==> config.mk <==
export PLATFORM = sky130hd
export DESIGN_NAME = sbp_uart
export DESIGN_NICKNAME = d
export VERILOG_FILES = /design/src/hw/sbp_pkg.sv /design/src/hw/sbp_uart.sv
export SDC_FILE = /design/constraint.sdc
export NUM_CORES = 1
export LEC_CHECK = 0
export ABC_CLOCK_PERIOD_IN_PS = 5000
export BUFFER_PORTS_ARGS = -buffer_cell sky130_fd_sc_hd__buf_2
export CAP_MARGIN = 25
export CORE_UTILIZATION = 57
export DETAILED_ROUTE_END_ITERATION = 10
export PLACE_DENSITY = 0.78
export SYNTH_ARGS = -nofsm -noshare
export SYNTH_HDL_FRONTEND = slang
export SYNTH_SLANG_ARGS = --single-unit
==> constraint.sdc <==
create_clock -name CLOCK -period 5 [get_ports CLOCK]
set_input_delay 1 -clock CLOCK [delete_from_list [all_inputs] [get_ports CLOCK]]
set_output_delay 1 -clock CLOCK [all_outputs]
set_load 0.005 [all_outputs]
==> src/hw/sbp_pkg.sv <==
// constants and types for the second serial port with clock switchback
package sbp_pkg;

   // register indices; byte address on the bus is four times the index
   localparam logic [7:0] IDX_CTRL = 8'hC0;
   localparam logic [7:0] IDX_BUF = 8'hC1;
   localparam logic [7:0] IDX_PMR = 8'hC4;
   localparam logic [7:0] IDX_STATUS = 8'hC5;
   localparam logic [7:0] IDX_IRQ_STAT = 8'hD8;
   localparam logic [7:0] IDX_IRQ_MASK = 8'hD9;
   localparam logic [7:0] IDX_CFG = 8'hDA;
   localparam logic [7:0] IDX_BAUD = 8'hDB;
   localparam int ADDR_W = 12;
   localparam logic [11:0] ADR_CTRL = {2'h0, IDX_CTRL, 2'h0};
   localparam logic [11:0] ADR_BUF = {2'h0, IDX_BUF, 2'h0};
   localparam logic [11:0] ADR_PMR = {2'h0, IDX_PMR, 2'h0};
   localparam logic [11:0] ADR_STATUS = {2'h0, IDX_STATUS, 2'h0};
   localparam logic [11:0] ADR_IRQ_STAT = {2'h0, IDX_IRQ_STAT, 2'h0};
   localparam logic [11:0] ADR_IRQ_MASK = {2'h0, IDX_IRQ_MASK, 2'h0};
   localparam logic [11:0] ADR_CFG = {2'h0, IDX_CFG, 2'h0};
   localparam logic [11:0] ADR_BAUD = {2'h0, IDX_BAUD, 2'h0};

   // port_b_control field positions
   localparam int CTL_MODE_HI = 7;
   localparam int CTL_MODE_LO = 6;
   localparam int CTL_MP = 5;
   localparam int CTL_REN = 4;
   localparam int CTL_TB8 = 3;
   localparam int CTL_RB8 = 2;
   localparam int CTL_TI = 1;
   localparam int CTL_RI = 0;
   // power_clock_divide_control field positions
   localparam int PMR_CD_HI = 7;
   localparam int PMR_CD_LO = 6;
   localparam int PMR_SWB = 5;
   // activity_and_priority_status field positions
   localparam int STS_TX_ACT = 3;
   localparam int STS_RX_ACT = 2;
   // interrupt status and mask field positions
   localparam int IRQ_TX = 0;
   localparam int IRQ_RX = 1;
   localparam int IRQ_FE = 2;
   // configuration field positions
   localparam int CFG_FE_SEL = 0;
   localparam int CFG_DOUBLE = 1;

   // frame modes
   localparam logic [1:0] MODE_SYNC = 2'h0;
   localparam logic [1:0] MODE_ASYNC10 = 2'h1;
   localparam logic [1:0] MODE_ASYNC11_FIX = 2'h2;
   localparam logic [1:0] MODE_ASYNC11_VAR = 2'h3;

   // clock divide codes and last count of each machine cycle
   localparam logic [1:0] CD_RSVD = 2'h0;
   localparam logic [1:0] CD_DIV4 = 2'h1;
   localparam logic [1:0] CD_DIV64 = 2'h2;
   localparam logic [1:0] CD_DIV1024 = 2'h3;
   localparam logic [9:0] MC_LAST_4 = 10'h003;
   localparam logic [9:0] MC_LAST_64 = 10'h03F;
   localparam logic [9:0] MC_LAST_1024 = 10'h3FF;

   // mode 0 bit time: 12 or 4 clocks, clock low up to the half count
   localparam logic [3:0] M0_LAST_SLOW = 4'hB;
   localparam logic [3:0] M0_HALF_SLOW = 4'h5;
   localparam logic [3:0] M0_LAST_FAST = 4'h3;
   localparam logic [3:0] M0_HALF_FAST = 4'h1;

   // async oversampling: 16 ticks per bit, sampled at the middle
   localparam logic [3:0] OVS_MID = 4'h7;
   localparam logic [3:0] OVS_LAST = 4'hF;
   localparam logic [3:0] DATA_LAST = 4'h7;
   // mode 2 tick spacing: 64 clocks per bit is 4 per tick, 32 is 2
   localparam logic [15:0] M2_TICK_LAST_SLOW = 16'h0003;
   localparam logic [15:0] M2_TICK_LAST_FAST = 16'h0001;

   // reset values
   localparam logic [1:0] CD_RST = CD_DIV4;
   localparam logic [15:0] BAUD_RST = 16'h0001;

   // frame phase, gray along idle-start-data-ninth-stop
   typedef enum logic [2:0] {
      PH_IDLE = 3'h0,
      PH_START = 3'h1,
      PH_DATA = 3'h3,
      PH_NINTH = 3'h2,
      PH_STOP = 3'h6
   } sbp_phase_e;

endpackage

==> src/hw/sbp_uart.sv <==
// second serial port with register bus, framing modes and machine-cycle switchback
`timescale 1ns/100ps
`default_nettype none

////////////////////////////////////////////////////////////////////////////////
module sbp_uart (
   input wire logic CLOCK,
   input wire logic RST_B,
   input wire logic PSEL,
   input wire logic PENABLE,
   input wire logic PWRITE,
   input wire logic [11:0] PADDR,
   input wire logic [31:0] PWDATA,
   output logic [31:0] PRDATA,
   output logic PREADY,
   output logic PSLVERR,
   input wire logic RXD_IN,
   output logic RXD_OUT,
   output logic RXD_OE_B,
   output logic TXD_OUT,
   input wire logic EXT_INT_TAKEN,
   output logic IRQ,
   output logic [1:0] CYCLE_DIVIDE,
   output logic MCYC_TICK
);

   typedef struct packed {
      logic [1:0] mode;
      logic mp;
      logic ren;
      logic tb8;
      logic rb8;
      logic ti;
      logic ri;
      logic fe;
      logic fe_sel;
      logic dbl;
      logic [15:0] baud;
      logic [1:0] cd;
      logic divide_switchback_enable;
      logic sw_pend;
      logic [7:0] tx_buf;
      logic [7:0] rx_buf;
      logic [2:0] ist;
      logic [2:0] imask;
      logic [31:0] prdata;
      logic pready;
      logic pslverr;
      logic s1;
      logic s2;
      logic s3;
      logic rxd_lvl;
      logic [15:0] tick_cnt;
      sbp_pkg::sbp_phase_e tx_ph;
      logic [7:0] tx_sh;
      logic [3:0] tx_bit;
      logic [3:0] tx_ovs;
      logic tx_act;
      sbp_pkg::sbp_phase_e rx_ph;
      logic [7:0] rx_sh;
      logic rx_9;
      logic [3:0] rx_bit;
      logic [3:0] rx_ovs;
      logic rx_act;
      logic [3:0] m0_cnt;
      logic txd;
      logic rxd_out;
      logic rxd_oe_b;
      logic irq;
      logic [9:0] mc_cnt;
      logic mc_tick;
   } sbp_state_s;

   sbp_state_s q;
   sbp_state_s n;

   ////////////////////////////////////////////////////////////////////////////////
   // next-state logic: bus, registers, serial engines, clock divider
   always_comb begin
      logic [15:0] tick_last;
      logic [3:0] m0_last;
      logic [3:0] m0_half;
      logic [9:0] mc_last;
      logic tick;
      logic fall;
      logic acc;
      logic wr;
      logic tx_go;
      logic accept;
      logic [31:0] d;
      logic [31:0] rd;
      logic hit;
      tick_last = q.baud;
      m0_last = sbp_pkg::M0_LAST_SLOW;
      m0_half = sbp_pkg::M0_HALF_SLOW;
      mc_last = sbp_pkg::MC_LAST_4;
      tick = 1'b0;
      fall = 1'b0;
      acc = PSEL & PENABLE;
      wr = acc & q.pready & PWRITE;
      tx_go = 1'b0;
      accept = 1'b0;
      d = PWDATA;
      rd = 32'h0000_0000;
      hit = 1'b1;
      n = q;
      n.mc_tick = 1'b0;

      // three-stage sync; level changes once stages two and three agree
      n.s1 = RXD_IN;
      n.s2 = q.s1;
      n.s3 = q.s2;
      if (q.s2 == q.s3) begin
         n.rxd_lvl = q.s3;
      end
      fall = q.rxd_lvl & (q.s2 == q.s3) & ~q.s3;

      // read mux and decode; unmapped offsets answer zero with an error
      // read side of buffer
      unique case (PADDR)
         sbp_pkg::ADR_CTRL: rd = {24'h0, (q.fe_sel ? q.fe : q.mode[1]), q.mode[0], q.mp,
                                  q.ren, q.tb8, q.rb8, q.ti, q.ri};
         sbp_pkg::ADR_BUF: rd = {24'h0, q.rx_buf};
         sbp_pkg::ADR_PMR: rd = {24'h0, q.cd, q.divide_switchback_enable, 5'h00};
         sbp_pkg::ADR_STATUS: rd = {28'h0, q.tx_act, q.rx_act, 2'h0};
         sbp_pkg::ADR_IRQ_STAT: rd = {29'h0, q.ist};
         sbp_pkg::ADR_IRQ_MASK: rd = {29'h0, q.imask};
         sbp_pkg::ADR_CFG: rd = {30'h0, q.dbl, q.fe_sel};
         sbp_pkg::ADR_BAUD: rd = {16'h0, q.baud};
         default: hit = 1'b0;
      endcase

      // one wait state: pready rises in the second access cycle
      n.pready = acc & ~q.pready;
      if (acc & ~q.pready) begin
         n.prdata = PWRITE ? 32'h0000_0000 : rd;
         n.pslverr = ~hit;
      end else begin
         n.pslverr = 1'b0;
      end

      // register writes first, so hardware sets below win over clears
      if (wr & hit) begin
         unique case (PADDR)
            sbp_pkg::ADR_CTRL: begin
               // with fe_sel set, top bit is error flag, software may only clear
               if (q.fe_sel) begin
                  if (!d[sbp_pkg::CTL_MODE_HI]) begin
                     n.fe = 1'b0;
                  end
               end else begin
                  n.mode[1] = d[sbp_pkg::CTL_MODE_HI];
               end
               n.mode[0] = d[sbp_pkg::CTL_MODE_LO];
               n.mp = d[sbp_pkg::CTL_MP];
               n.ren = d[sbp_pkg::CTL_REN];
               n.tb8 = d[sbp_pkg::CTL_TB8];
               n.rb8 = d[sbp_pkg::CTL_RB8];
               // flags: writing zero clears, writing one is ignored
               if (!d[sbp_pkg::CTL_TI]) begin
                  n.ti = 1'b0;
               end
               if (!d[sbp_pkg::CTL_RI]) begin
                  n.ri = 1'b0;
               end
            end
            sbp_pkg::ADR_BUF: begin
               n.tx_buf = d[7:0];
               tx_go = 1'b1;
            end
            sbp_pkg::ADR_PMR: begin
               // divide frozen while active under switchback
               if (!(q.divide_switchback_enable && (q.tx_act || q.rx_act)) &&
                   d[sbp_pkg::PMR_CD_HI:sbp_pkg::PMR_CD_LO] != sbp_pkg::CD_RSVD) begin
                  n.cd = d[sbp_pkg::PMR_CD_HI:sbp_pkg::PMR_CD_LO];
               end
               n.divide_switchback_enable = d[sbp_pkg::PMR_SWB];
            end
            sbp_pkg::ADR_IRQ_STAT: n.ist = q.ist & ~d[2:0];
            sbp_pkg::ADR_IRQ_MASK: n.imask = d[2:0];
            sbp_pkg::ADR_CFG: begin
               n.fe_sel = d[sbp_pkg::CFG_FE_SEL];
               n.dbl = d[sbp_pkg::CFG_DOUBLE];
            end
            sbp_pkg::ADR_BAUD: n.baud = d[15:0];
            default: n.baud = q.baud;
         endcase
      end

      // oversample tick: fixed 64/32 clocks per bit in mode 2, else programmable
      // bit rate per mode
      if (q.mode == sbp_pkg::MODE_ASYNC11_FIX) begin
         tick_last = q.dbl ? sbp_pkg::M2_TICK_LAST_FAST : sbp_pkg::M2_TICK_LAST_SLOW;
      end
      if (q.tick_cnt >= tick_last) begin
         n.tick_cnt = 16'h0000;
         tick = 1'b1;
      end else begin
         n.tick_cnt = q.tick_cnt + 16'h0001;
      end

      // mode 0 shift clock is oscillator /4 or /12
      if (q.mp) begin
         m0_last = sbp_pkg::M0_LAST_FAST;
         m0_half = sbp_pkg::M0_HALF_FAST;
      end

      ////////////////////////////////////////////////////////////////////////////
      // transmitter; a write while busy is dropped rather than corrupt a frame
      // lsb first, with start 0 and stop 1 in modes 1 to 3
      unique case (q.tx_ph)
         sbp_pkg::PH_IDLE: begin
            if (tx_go && q.rx_ph == sbp_pkg::PH_IDLE) begin
               n.tx_sh = d[7:0];
               n.tx_bit = 4'h0;
               n.tx_ovs = 4'h0;
               n.tx_act = 1'b1;
               if (q.mode == sbp_pkg::MODE_SYNC) begin
                  n.tx_ph = sbp_pkg::PH_DATA;
                  n.m0_cnt = 4'h0;
                  n.rxd_oe_b = 1'b0;
                  n.rxd_out = d[0];
                  n.txd = 1'b0;
               end else begin
                  n.tx_ph = sbp_pkg::PH_START;
                  n.txd = 1'b0;
               end
            end
         end
         sbp_pkg::PH_DATA: begin
            if (q.mode == sbp_pkg::MODE_SYNC) begin
               n.m0_cnt = q.m0_cnt + 4'h1;
               n.txd = (q.m0_cnt >= m0_half);
               if (q.m0_cnt == m0_last) begin
                  n.m0_cnt = 4'h0;
                  n.txd = 1'b0;
                  if (q.tx_bit == sbp_pkg::DATA_LAST) begin
                     // mode 0 tx flag at end of bit eight
                     n.ti = 1'b1;
                     n.ist[sbp_pkg::IRQ_TX] = 1'b1;
                     n.tx_act = 1'b0;
                     n.tx_ph = sbp_pkg::PH_IDLE;
                     // released data pin returns to its idle high level
                     n.rxd_oe_b = 1'b1;
                     n.rxd_out = 1'b1;
                     n.txd = 1'b1;
                  end else begin
                     n.tx_bit = q.tx_bit + 4'h1;
                     n.tx_sh = {1'b1, q.tx_sh[7:1]};
                     n.rxd_out = q.tx_sh[1];
                  end
               end
            end else if (tick) begin
               n.tx_ovs = q.tx_ovs + 4'h1;
               if (q.tx_ovs == sbp_pkg::OVS_LAST) begin
                  if (q.tx_bit == sbp_pkg::DATA_LAST) begin
                     if (q.mode[1]) begin
                        n.tx_ph = sbp_pkg::PH_NINTH;
                        n.txd = q.tb8;
                     end else begin
                        // tx flag at start of stop bit
                        n.tx_ph = sbp_pkg::PH_STOP;
                        n.txd = 1'b1;
                        n.ti = 1'b1;
                        n.ist[sbp_pkg::IRQ_TX] = 1'b1;
                        n.tx_act = 1'b0;
                     end
                  end else begin
                     n.tx_bit = q.tx_bit + 4'h1;
                     n.tx_sh = {1'b1, q.tx_sh[7:1]};
                     n.txd = q.tx_sh[1];
                  end
               end
            end
         end
         sbp_pkg::PH_START, sbp_pkg::PH_NINTH, sbp_pkg::PH_STOP: begin
            if (tick) begin
               n.tx_ovs = q.tx_ovs + 4'h1;
               if (q.tx_ovs == sbp_pkg::OVS_LAST) begin
                  if (q.tx_ph == sbp_pkg::PH_START) begin
                     n.tx_ph = sbp_pkg::PH_DATA;
                     n.txd = q.tx_sh[0];
                  end else if (q.tx_ph == sbp_pkg::PH_NINTH) begin
                     // tx flag at start of stop bit
                     n.tx_ph = sbp_pkg::PH_STOP;
                     n.txd = 1'b1;
                     n.ti = 1'b1;
                     n.ist[sbp_pkg::IRQ_TX] = 1'b1;
                     n.tx_act = 1'b0;
                  end else begin
                     n.tx_ph = sbp_pkg::PH_IDLE;
                  end
               end
            end
         end
         default: n.tx_ph = sbp_pkg::PH_IDLE;
      endcase

      ////////////////////////////////////////////////////////////////////////////
      // receiver; mode 0 waits for a cleared flag so it does not free-run
      unique case (q.rx_ph)
         sbp_pkg::PH_IDLE: begin
            // frames accepted only with receive enable
            if (q.ren && q.tx_ph == sbp_pkg::PH_IDLE) begin
               if (q.mode == sbp_pkg::MODE_SYNC) begin
                  if (!q.ri && !tx_go) begin
                     n.rx_ph = sbp_pkg::PH_DATA;
                     n.rx_bit = 4'h0;
                     n.m0_cnt = 4'h0;
                     n.rx_act = 1'b1;
                     n.txd = 1'b0;
                  end
               end else if (fall) begin
                  n.rx_ph = sbp_pkg::PH_START;
                  n.rx_ovs = 4'h0;
                  n.rx_act = 1'b1;
                  n.sw_pend = q.divide_switchback_enable;
               end
            end
         end
         sbp_pkg::PH_DATA: begin
            if (q.mode == sbp_pkg::MODE_SYNC) begin
               n.m0_cnt = q.m0_cnt + 4'h1;
               n.txd = (q.m0_cnt >= m0_half);
               if (q.m0_cnt == m0_half) begin
                  n.rx_sh = {q.rxd_lvl, q.rx_sh[7:1]};
               end
               if (q.m0_cnt == m0_last) begin
                  n.m0_cnt = 4'h0;
                  n.txd = 1'b0;
                  if (q.rx_bit == sbp_pkg::DATA_LAST) begin
                     // mode 0 rx flag at end of bit eight
                     n.ri = 1'b1;
                     n.ist[sbp_pkg::IRQ_RX] = 1'b1;
                     n.rx_buf = q.rx_sh;
                     n.rx_act = 1'b0;
                     n.rx_ph = sbp_pkg::PH_IDLE;
                     n.txd = 1'b1;
                  end else begin
                     n.rx_bit = q.rx_bit + 4'h1;
                  end
               end
            end else if (tick) begin
               n.rx_ovs = q.rx_ovs + 4'h1;
               if (q.rx_ovs == sbp_pkg::OVS_MID) begin
                  n.rx_sh = {q.rxd_lvl, q.rx_sh[7:1]};
               end
               if (q.rx_ovs == sbp_pkg::OVS_LAST) begin
                  if (q.rx_bit == sbp_pkg::DATA_LAST) begin
                     n.rx_ph = q.mode[1] ? sbp_pkg::PH_NINTH : sbp_pkg::PH_STOP;
                  end else begin
                     n.rx_bit = q.rx_bit + 4'h1;
                  end
               end
            end
         end
         sbp_pkg::PH_START, sbp_pkg::PH_NINTH, sbp_pkg::PH_STOP: begin
            if (tick) begin
               n.rx_ovs = q.rx_ovs + 4'h1;
               if (q.rx_ovs == sbp_pkg::OVS_MID) begin
                  if (q.rx_ph == sbp_pkg::PH_START && q.rxd_lvl) begin
                     // false start: a glitch, not a frame
                     n.rx_ph = sbp_pkg::PH_IDLE;
                     n.rx_act = 1'b0;
                  end else if (q.rx_ph == sbp_pkg::PH_NINTH) begin
                     n.rx_9 = q.rxd_lvl;
                  end else if (q.rx_ph == sbp_pkg::PH_STOP) begin
                     // with mp set, ninth bit zero is dropped in modes 2/3 and bad stop is dropped in mode 1
                     accept = q.mode[1] ? (~q.mp | q.rx_9) : (~q.mp | q.rxd_lvl);
                     n.rx_ph = sbp_pkg::PH_IDLE;
                     n.rx_act = 1'b0;
                     if (accept) begin
                        // rx flag at middle of stop bit
                        n.ri = 1'b1;
                        n.ist[sbp_pkg::IRQ_RX] = 1'b1;
                        n.rx_buf = q.rx_sh;
                        // ninth bit in modes 2/3, stop bit in mode 1
                        n.rb8 = q.mode[1] ? q.rx_9 : q.rxd_lvl;
                     end
                     if (!q.rxd_lvl && q.fe_sel) begin
                        n.fe = 1'b1;
                        n.ist[sbp_pkg::IRQ_FE] = 1'b1;
                     end
                  end
               end
               if (q.rx_ovs == sbp_pkg::OVS_LAST && q.rx_ph != sbp_pkg::PH_STOP) begin
                  n.rx_bit = 4'h0;
                  n.rx_ph = (q.rx_ph == sbp_pkg::PH_START) ? sbp_pkg::PH_DATA
                                                            : sbp_pkg::PH_STOP;
               end
            end
         end
         default: n.rx_ph = sbp_pkg::PH_IDLE;
      endcase

      ////////////////////////////////////////////////////////////////////////////
      // machine cycle divider; reserved code behaves as divide by 4
      // clocks per machine cycle
      unique case (q.cd)
         sbp_pkg::CD_DIV64: mc_last = sbp_pkg::MC_LAST_64;
         sbp_pkg::CD_DIV1024: mc_last = sbp_pkg::MC_LAST_1024;
         default: mc_last = sbp_pkg::MC_LAST_4;
      endcase
      if (q.mc_cnt >= mc_last) begin
         n.mc_cnt = 10'h000;
         n.mc_tick = 1'b1;
      end else begin
         n.mc_cnt = q.mc_cnt + 10'h001;
      end
      // switch lands at the next machine cycle boundary
      if (q.sw_pend && q.mc_tick) begin
         n.cd = sbp_pkg::CD_DIV4;
         n.sw_pend = 1'b0;
      end
      // with switchback enabled, a taken external interrupt forces divide by 4 at once
      if (EXT_INT_TAKEN && q.divide_switchback_enable) begin
         n.cd = sbp_pkg::CD_DIV4;
      end

      // level interrupt from sticky status gated by mask
      n.irq = |(n.ist & n.imask);

      // synchronous reset: constants only
      if (!RST_B) begin
         n = '0;
         n.cd = sbp_pkg::CD_RST;
         n.baud = sbp_pkg::BAUD_RST;
         n.tx_ph = sbp_pkg::PH_IDLE;
         n.rx_ph = sbp_pkg::PH_IDLE;
         n.s1 = 1'b1;
         n.s2 = 1'b1;
         n.s3 = 1'b1;
         n.rxd_lvl = 1'b1;
         n.txd = 1'b1;
         n.rxd_out = 1'b1;
         n.rxd_oe_b = 1'b1;
      end
   end

   ////////////////////////////////////////////////////////////////////////////////
   // state register
   always_ff @(posedge CLOCK) begin
      q <= n;
   end

   // outputs straight from state flops
   assign PRDATA = q.prdata;
   assign PREADY = q.pready;
   assign PSLVERR = q.pslverr;
   assign RXD_OUT = q.rxd_out;
   assign RXD_OE_B = q.rxd_oe_b;
   assign TXD_OUT = q.txd;
   assign IRQ = q.irq;
   assign CYCLE_DIVIDE = q.cd;
   assign MCYC_TICK = q.mc_tick;

endmodule

`default_nettype wire

; Word-level counts from Yosys, hierarchy flattened
; Cells that the tools add are included.
[word_totals]
register_bits = 159
word_cells = 387
inputBits = 51
output_inout_bits = 41
[op_classes]
n_addsub = 7
mux = 186
reduce_logical = 54
eq_ne = 73
magnitude_cmp = 3
n_bitwise = 20
[op_table]
columns = operator, n
row1 = case mux 16 bit (8 select lines), 1
row2 = == test 12 x 10 -> 1 bit (second input constant), 8
row3 = two-way mux 1 bit, 81
row4 = two-way mux 3 bit, 26
row5 = two-way mux 4 bit, 14
row6 = two-way mux 8 bit, 7
row7 = two-way mux 10 bit, 5
row8 = != test 2 bit (second input constant), 24
row9 = two-way mux 15 bit, 3
row10 = two-way mux 20 bit, 2
row11 = != test 3 bit (second input constant), 13
row12 = two-way mux 7 bit, 5
row13 = two-way mux 16 bit, 2
row14 = two-way mux 32 bit, 1
row15 = case mux 9 bit (3 select lines), 1
row16 = two-way mux 25 bit, 1
row17 = two-way mux 6 bit, 4
row18 = case mux 12 bit (2 select lines), 1
row19 = two-way mux 11 bit, 2
row20 = two-way mux 2 bit, 11
row21 = AND reduction 11 bit, 2
row22 = adder 4 x 1 -> 4 bit (second input constant), 5
row23 = case mux 10 bit (2 select lines), 1
row24 = AND reduction 5 bit, 4
row25 = other kinds (52), 119

; Logic depth before layout (Yosys ltp)
[depth]
depth_word = 14
depth_mapped = 14
depth_no_buf = 11

; Worst setup path after synthesis
; OpenSTA, ideal clock, no wires.
[synth_timing]
path_kind = register to register
from = reg q[165] in the netlist's numbering
to = reg q[23] in the netlist's numbering
arrival_time_ns = 3.066
path_slack_ns = 1.819
t_required_ns = 4.885
setup_ns = 0.115
stages_incl_launch_ff = 13
n_path_buf = 2
cell_sequence = dfxtp_1 > nand2b_1 > clkbuf_1 > clkbuf_1 > nand2_1 > ha_1 > nand4_2 > nor3_4 > a2111oi_4 > a2111oi_0 > nor3_2 > o21a_1 > o21ba_1
[synth_via]
elab_chain_cells = 6
[synth_rtl]
columns = item, line_no
row1 = "start, declared", sbp_uart.sv:74  ; sbp_state_s q;
row2 = "start signal, assigned", sbp_uart.sv:443  ; q <= n;
row3 = == test 2 bit, sbp_uart.sv:192  ; if (q.mode == sbp_pkg::MODE_ASYNC11_FIX) begin
row4 = two-way mux 16 bit, sbp_uart.sv:192
row5 = >= comparator 16 bit, sbp_uart.sv:195  ; if (q.tick_cnt >= tick_last) begin
row6 = two-way mux 1 bit, sbp_uart.sv:195
row7 = != test 2 bit (no line), n/a
row8 = AND reduction 7 bit (no line) *, n/a
; Mark *: on every way between the ends. The rest lies on a longest branch, timed or not.
; A chain may end at the register's enable or synchronous reset.

; Worst setup path after layout
[layout_timing]
from = reg q[166] in the netlist's numbering
to = reg q (netlist bit IRQ)
[layout_via]
elab_chain_cells = 10
[layout_rtl]
columns = item, line_no
row1 = "parallel branches: the longest is 8 deep, another holds >= comparator 16 bit", n/a
row2 = bitwise AND 3 bit *, sbp_uart.sv:421  ; n.irq = |(n.ist & n.imask);
row3 = OR reduction 3 bit *, sbp_uart.sv:421
; Every way passes the cells marked *. The select of a mux whose other input is x is not followed.

==> out/qor.txt <==
FP Rows: 42
PostCTS Resize Cnt: 0
Antenna diodes: 0
Area occupied by multi-input gates: 4490 um2
Rel. slew slack: 0.332
Worst-Skew Late Latency: 430 ps
Max VDD drop: 0.000272 V
Post-Syn Instances: 919
Proportion of layout cells with a drive suffix above 1: 0.135
CTS Sinks: 143
EDFF count, synth: 0
Status: finished, final reports clean
Crit path time final: 3840 ps
Initial Util: 0.587
Slew @ Worst Pin: 999 ps
Pint: 2.19 mW
Total CTS buffers: 17
Buffer count from post-CTS setup fixing: 0
Ys Warns: 0
Final Cell Area: 8570 um2
Worst setup margin: 1160 ps
Fin crit share: 0.768
Synth Area per Inst: 8.49 um2
FILL cells: 1143
Vias: 6669
Combinational power share: 0.181
Drc violations: 0
Synthesized area: 7810 um2
Port Buf Inserts: 59
Global-route wire length before repair: 30300 um
Reg clk slew, reported paths: 60 ps
CP endpoint kind: register
Pwr Total: 3.11 mW
Min-delay worst type: reg2reg
First-pass DRT Iterations: 6
GRT Resource Usage Total: 0.266
Area Growth Syn to Fin: 9.84%
# hold bufs at CTS: 0
Final Hold Violating Endpoints: 0
Part of the power in registers: 0.407
Vias in the first global route: 6234
Total core area: 13300 um2
H-Tree Depth: 4
Net Switching: 0.923 mW
Die area: 14200 um2
DRT Wirelength: 18300 um
Switching share of power: 0.296
Critical path startpoint category: register
Initial DRC Count: 653
Final setup vio count: 0
Required @ worst endpoint: 5310 ps
Deepest clock path buffer count: 2
Unrepaired setup endpoints after global routing: no
Post-synthesis sequential area ratio: 0.367
Pin count of the biggest net entering global routing: 31
Max cap viols: 0
Post-layout nets: 1028
Die Ht: 119 um
Vias/cell: 5.89
# IOs: 92
PwrDens: 363 nW/um2
Root buffer selected by CTS: clkbuf_16
Post-DP HPWL: 12800 um
Max Fclk: 0.261 GHz
Die X-Extent: 119 um
GP Congestion: 0.856
Reg area: 2860 um2
Critical path type: reg2reg
Max-slew violations: 0
Antenna-violating nets left: 0
Cell Area, Placed: 7970 um2
Initial antenna violation count: 0
Total congestion overflow: 0
Setup clock skew after layout: 11.1 ps
Clk pwr share: 0.412
Max FO, Critical Path: 17
#FFs+latches synth: 143
P_leak: 3.50 nW
Setup TNS: 0 ps
DR WL/cell: 16.2 um
Place WS: 1290 ps
Async set-reset flop share out of synthesis: 0
CTS tree: built
Unique masters post-synth: 85
Top_reg_cell synth: dfxtp_1
Critical Path AT: 4150 ps
layout by cell type (no fill, tap or decap), types with 9 or more instances in the layout:
master,instances
a311oi_1,10
nor3_1,13
xnor2_1,15
nand3_1,30
and3_1,10
dfxtp_1,143
inv_1,18
xor2_1,16
mux2i_1,62
clkbuf_16,17
nand2b_1,9
nor2_1,138
o21ai_0,43
a21oi_1,43
ha_1,34
conb_1,16
buf_2,59
nand2_1,106
a22oi_1,11
logic make-up (layout without fill, tap and decap cells):
family / Yosys count / after routing / synth area share
compound gates: 183 / 183 / 0.170
fa+ha+maj: 34 / 34 / 0.0545
mux: 65 / 65 / 0.0838
other cells: 1 / 16 / 0.000480
flops: 143 / 143 / 0.367
xor+xnor: 31 / 31 / 0.0348
simple gates: 370 / 370 / 0.225
buf+inv: 92 / 114 / 0.0648
layout make-up:
cell class,instances,share of cell area
clock buffers,21,0.0549
clock inverters,11,0.0152
inverters,19,0.00832
multi-input cells,699,0.524
flip-flops and latches,143,0.334
well taps,176,0.0257
repair buffers,63,0.0379
power groups by stage:
stage	Combinational, mW	Sequential [mW]	Clock (mW)
2_1_floorplan	0.462	1.25	0
3_3_place_gp	0.543	1.29	0
3_5_place_dp	0.554	1.29	0
4_1_cts	0.560	1.26	1.30
5_1_grt	0.626	1.27	1.35
6_report	0.565	1.27	1.28
registers in the layout, summed over array words and instances (netlist names):
register      cells
CYCLE_DIVIDE      2
IRQ               1
MCYC_TICK         1
PRDATA           16
PREADY            1
PSLVERR           1
RXD_OE_B          1
RXD_OUT           1
TXD_OUT           1
q               118
worst paths after layout:
path	slack (ps)	startpoint	depth (start not counted)	endpoint
max	1160	q[166]	11	IRQ
min	410	q[79]	1	q[78]
max reg2reg	1160	q[166]	11	IRQ
min reg2reg	410	q[79]	1	q[78]
synthesized netlist by cell type, drive strengths merged, types with 18 or more instances:
cell type | instances | area, um2
nor2 | 140 | 531
nand3 | 30 | 150
dfxtp | 143 | 2860
o21ai | 46 | 241
a21oi | 43 | 215
ha | 34 | 425
mux2i | 62 | 621
buf | 45 | 329
inv | 19 | 71.3
nor3 | 18 | 134
clkbuf | 28 | 105
nand2 | 107 | 409
worst max-delay path, stage by stage (launching register included):
cell       delay (ps)
dfxtp_1           570
nand2b_1          420
nor2_1            190
a21oi_1            60
ha_1              210
nor3b_1           220
o21ai_1           180
a2111o_1          470
o2111ai_2         290
o22a_1            550
nand2_1           160
a221o_1           400
stage by stage:
step | cells | hold WS [ps] | utilization
final | 1132 | 410 | 0.645
after global routing | 1132 | 424 | 0.645
after CTS | 1132 | 409 | 0.645
after detailed placement | 1100 | 395 | 0.600
after global placement | 1100 | 390 | 0.600
after floorplan | 934 | 386 | -
metal layers:
| layer | track usage | vias to the layer above | share of wire |
|---|---|---|---|
| li1 | - | 3266 | - |
| met1 | 0.350 | 3136 | 0.45 |
| met2 | 0.425 | 235 | 0.47 |
| met3 | 0.0527 | 32 | 0.066 |
| met4 | 0.107 | 0 | 0.021 |
| met5 | 0 | - | 0 |
Power figures use the tool's default switching activity.
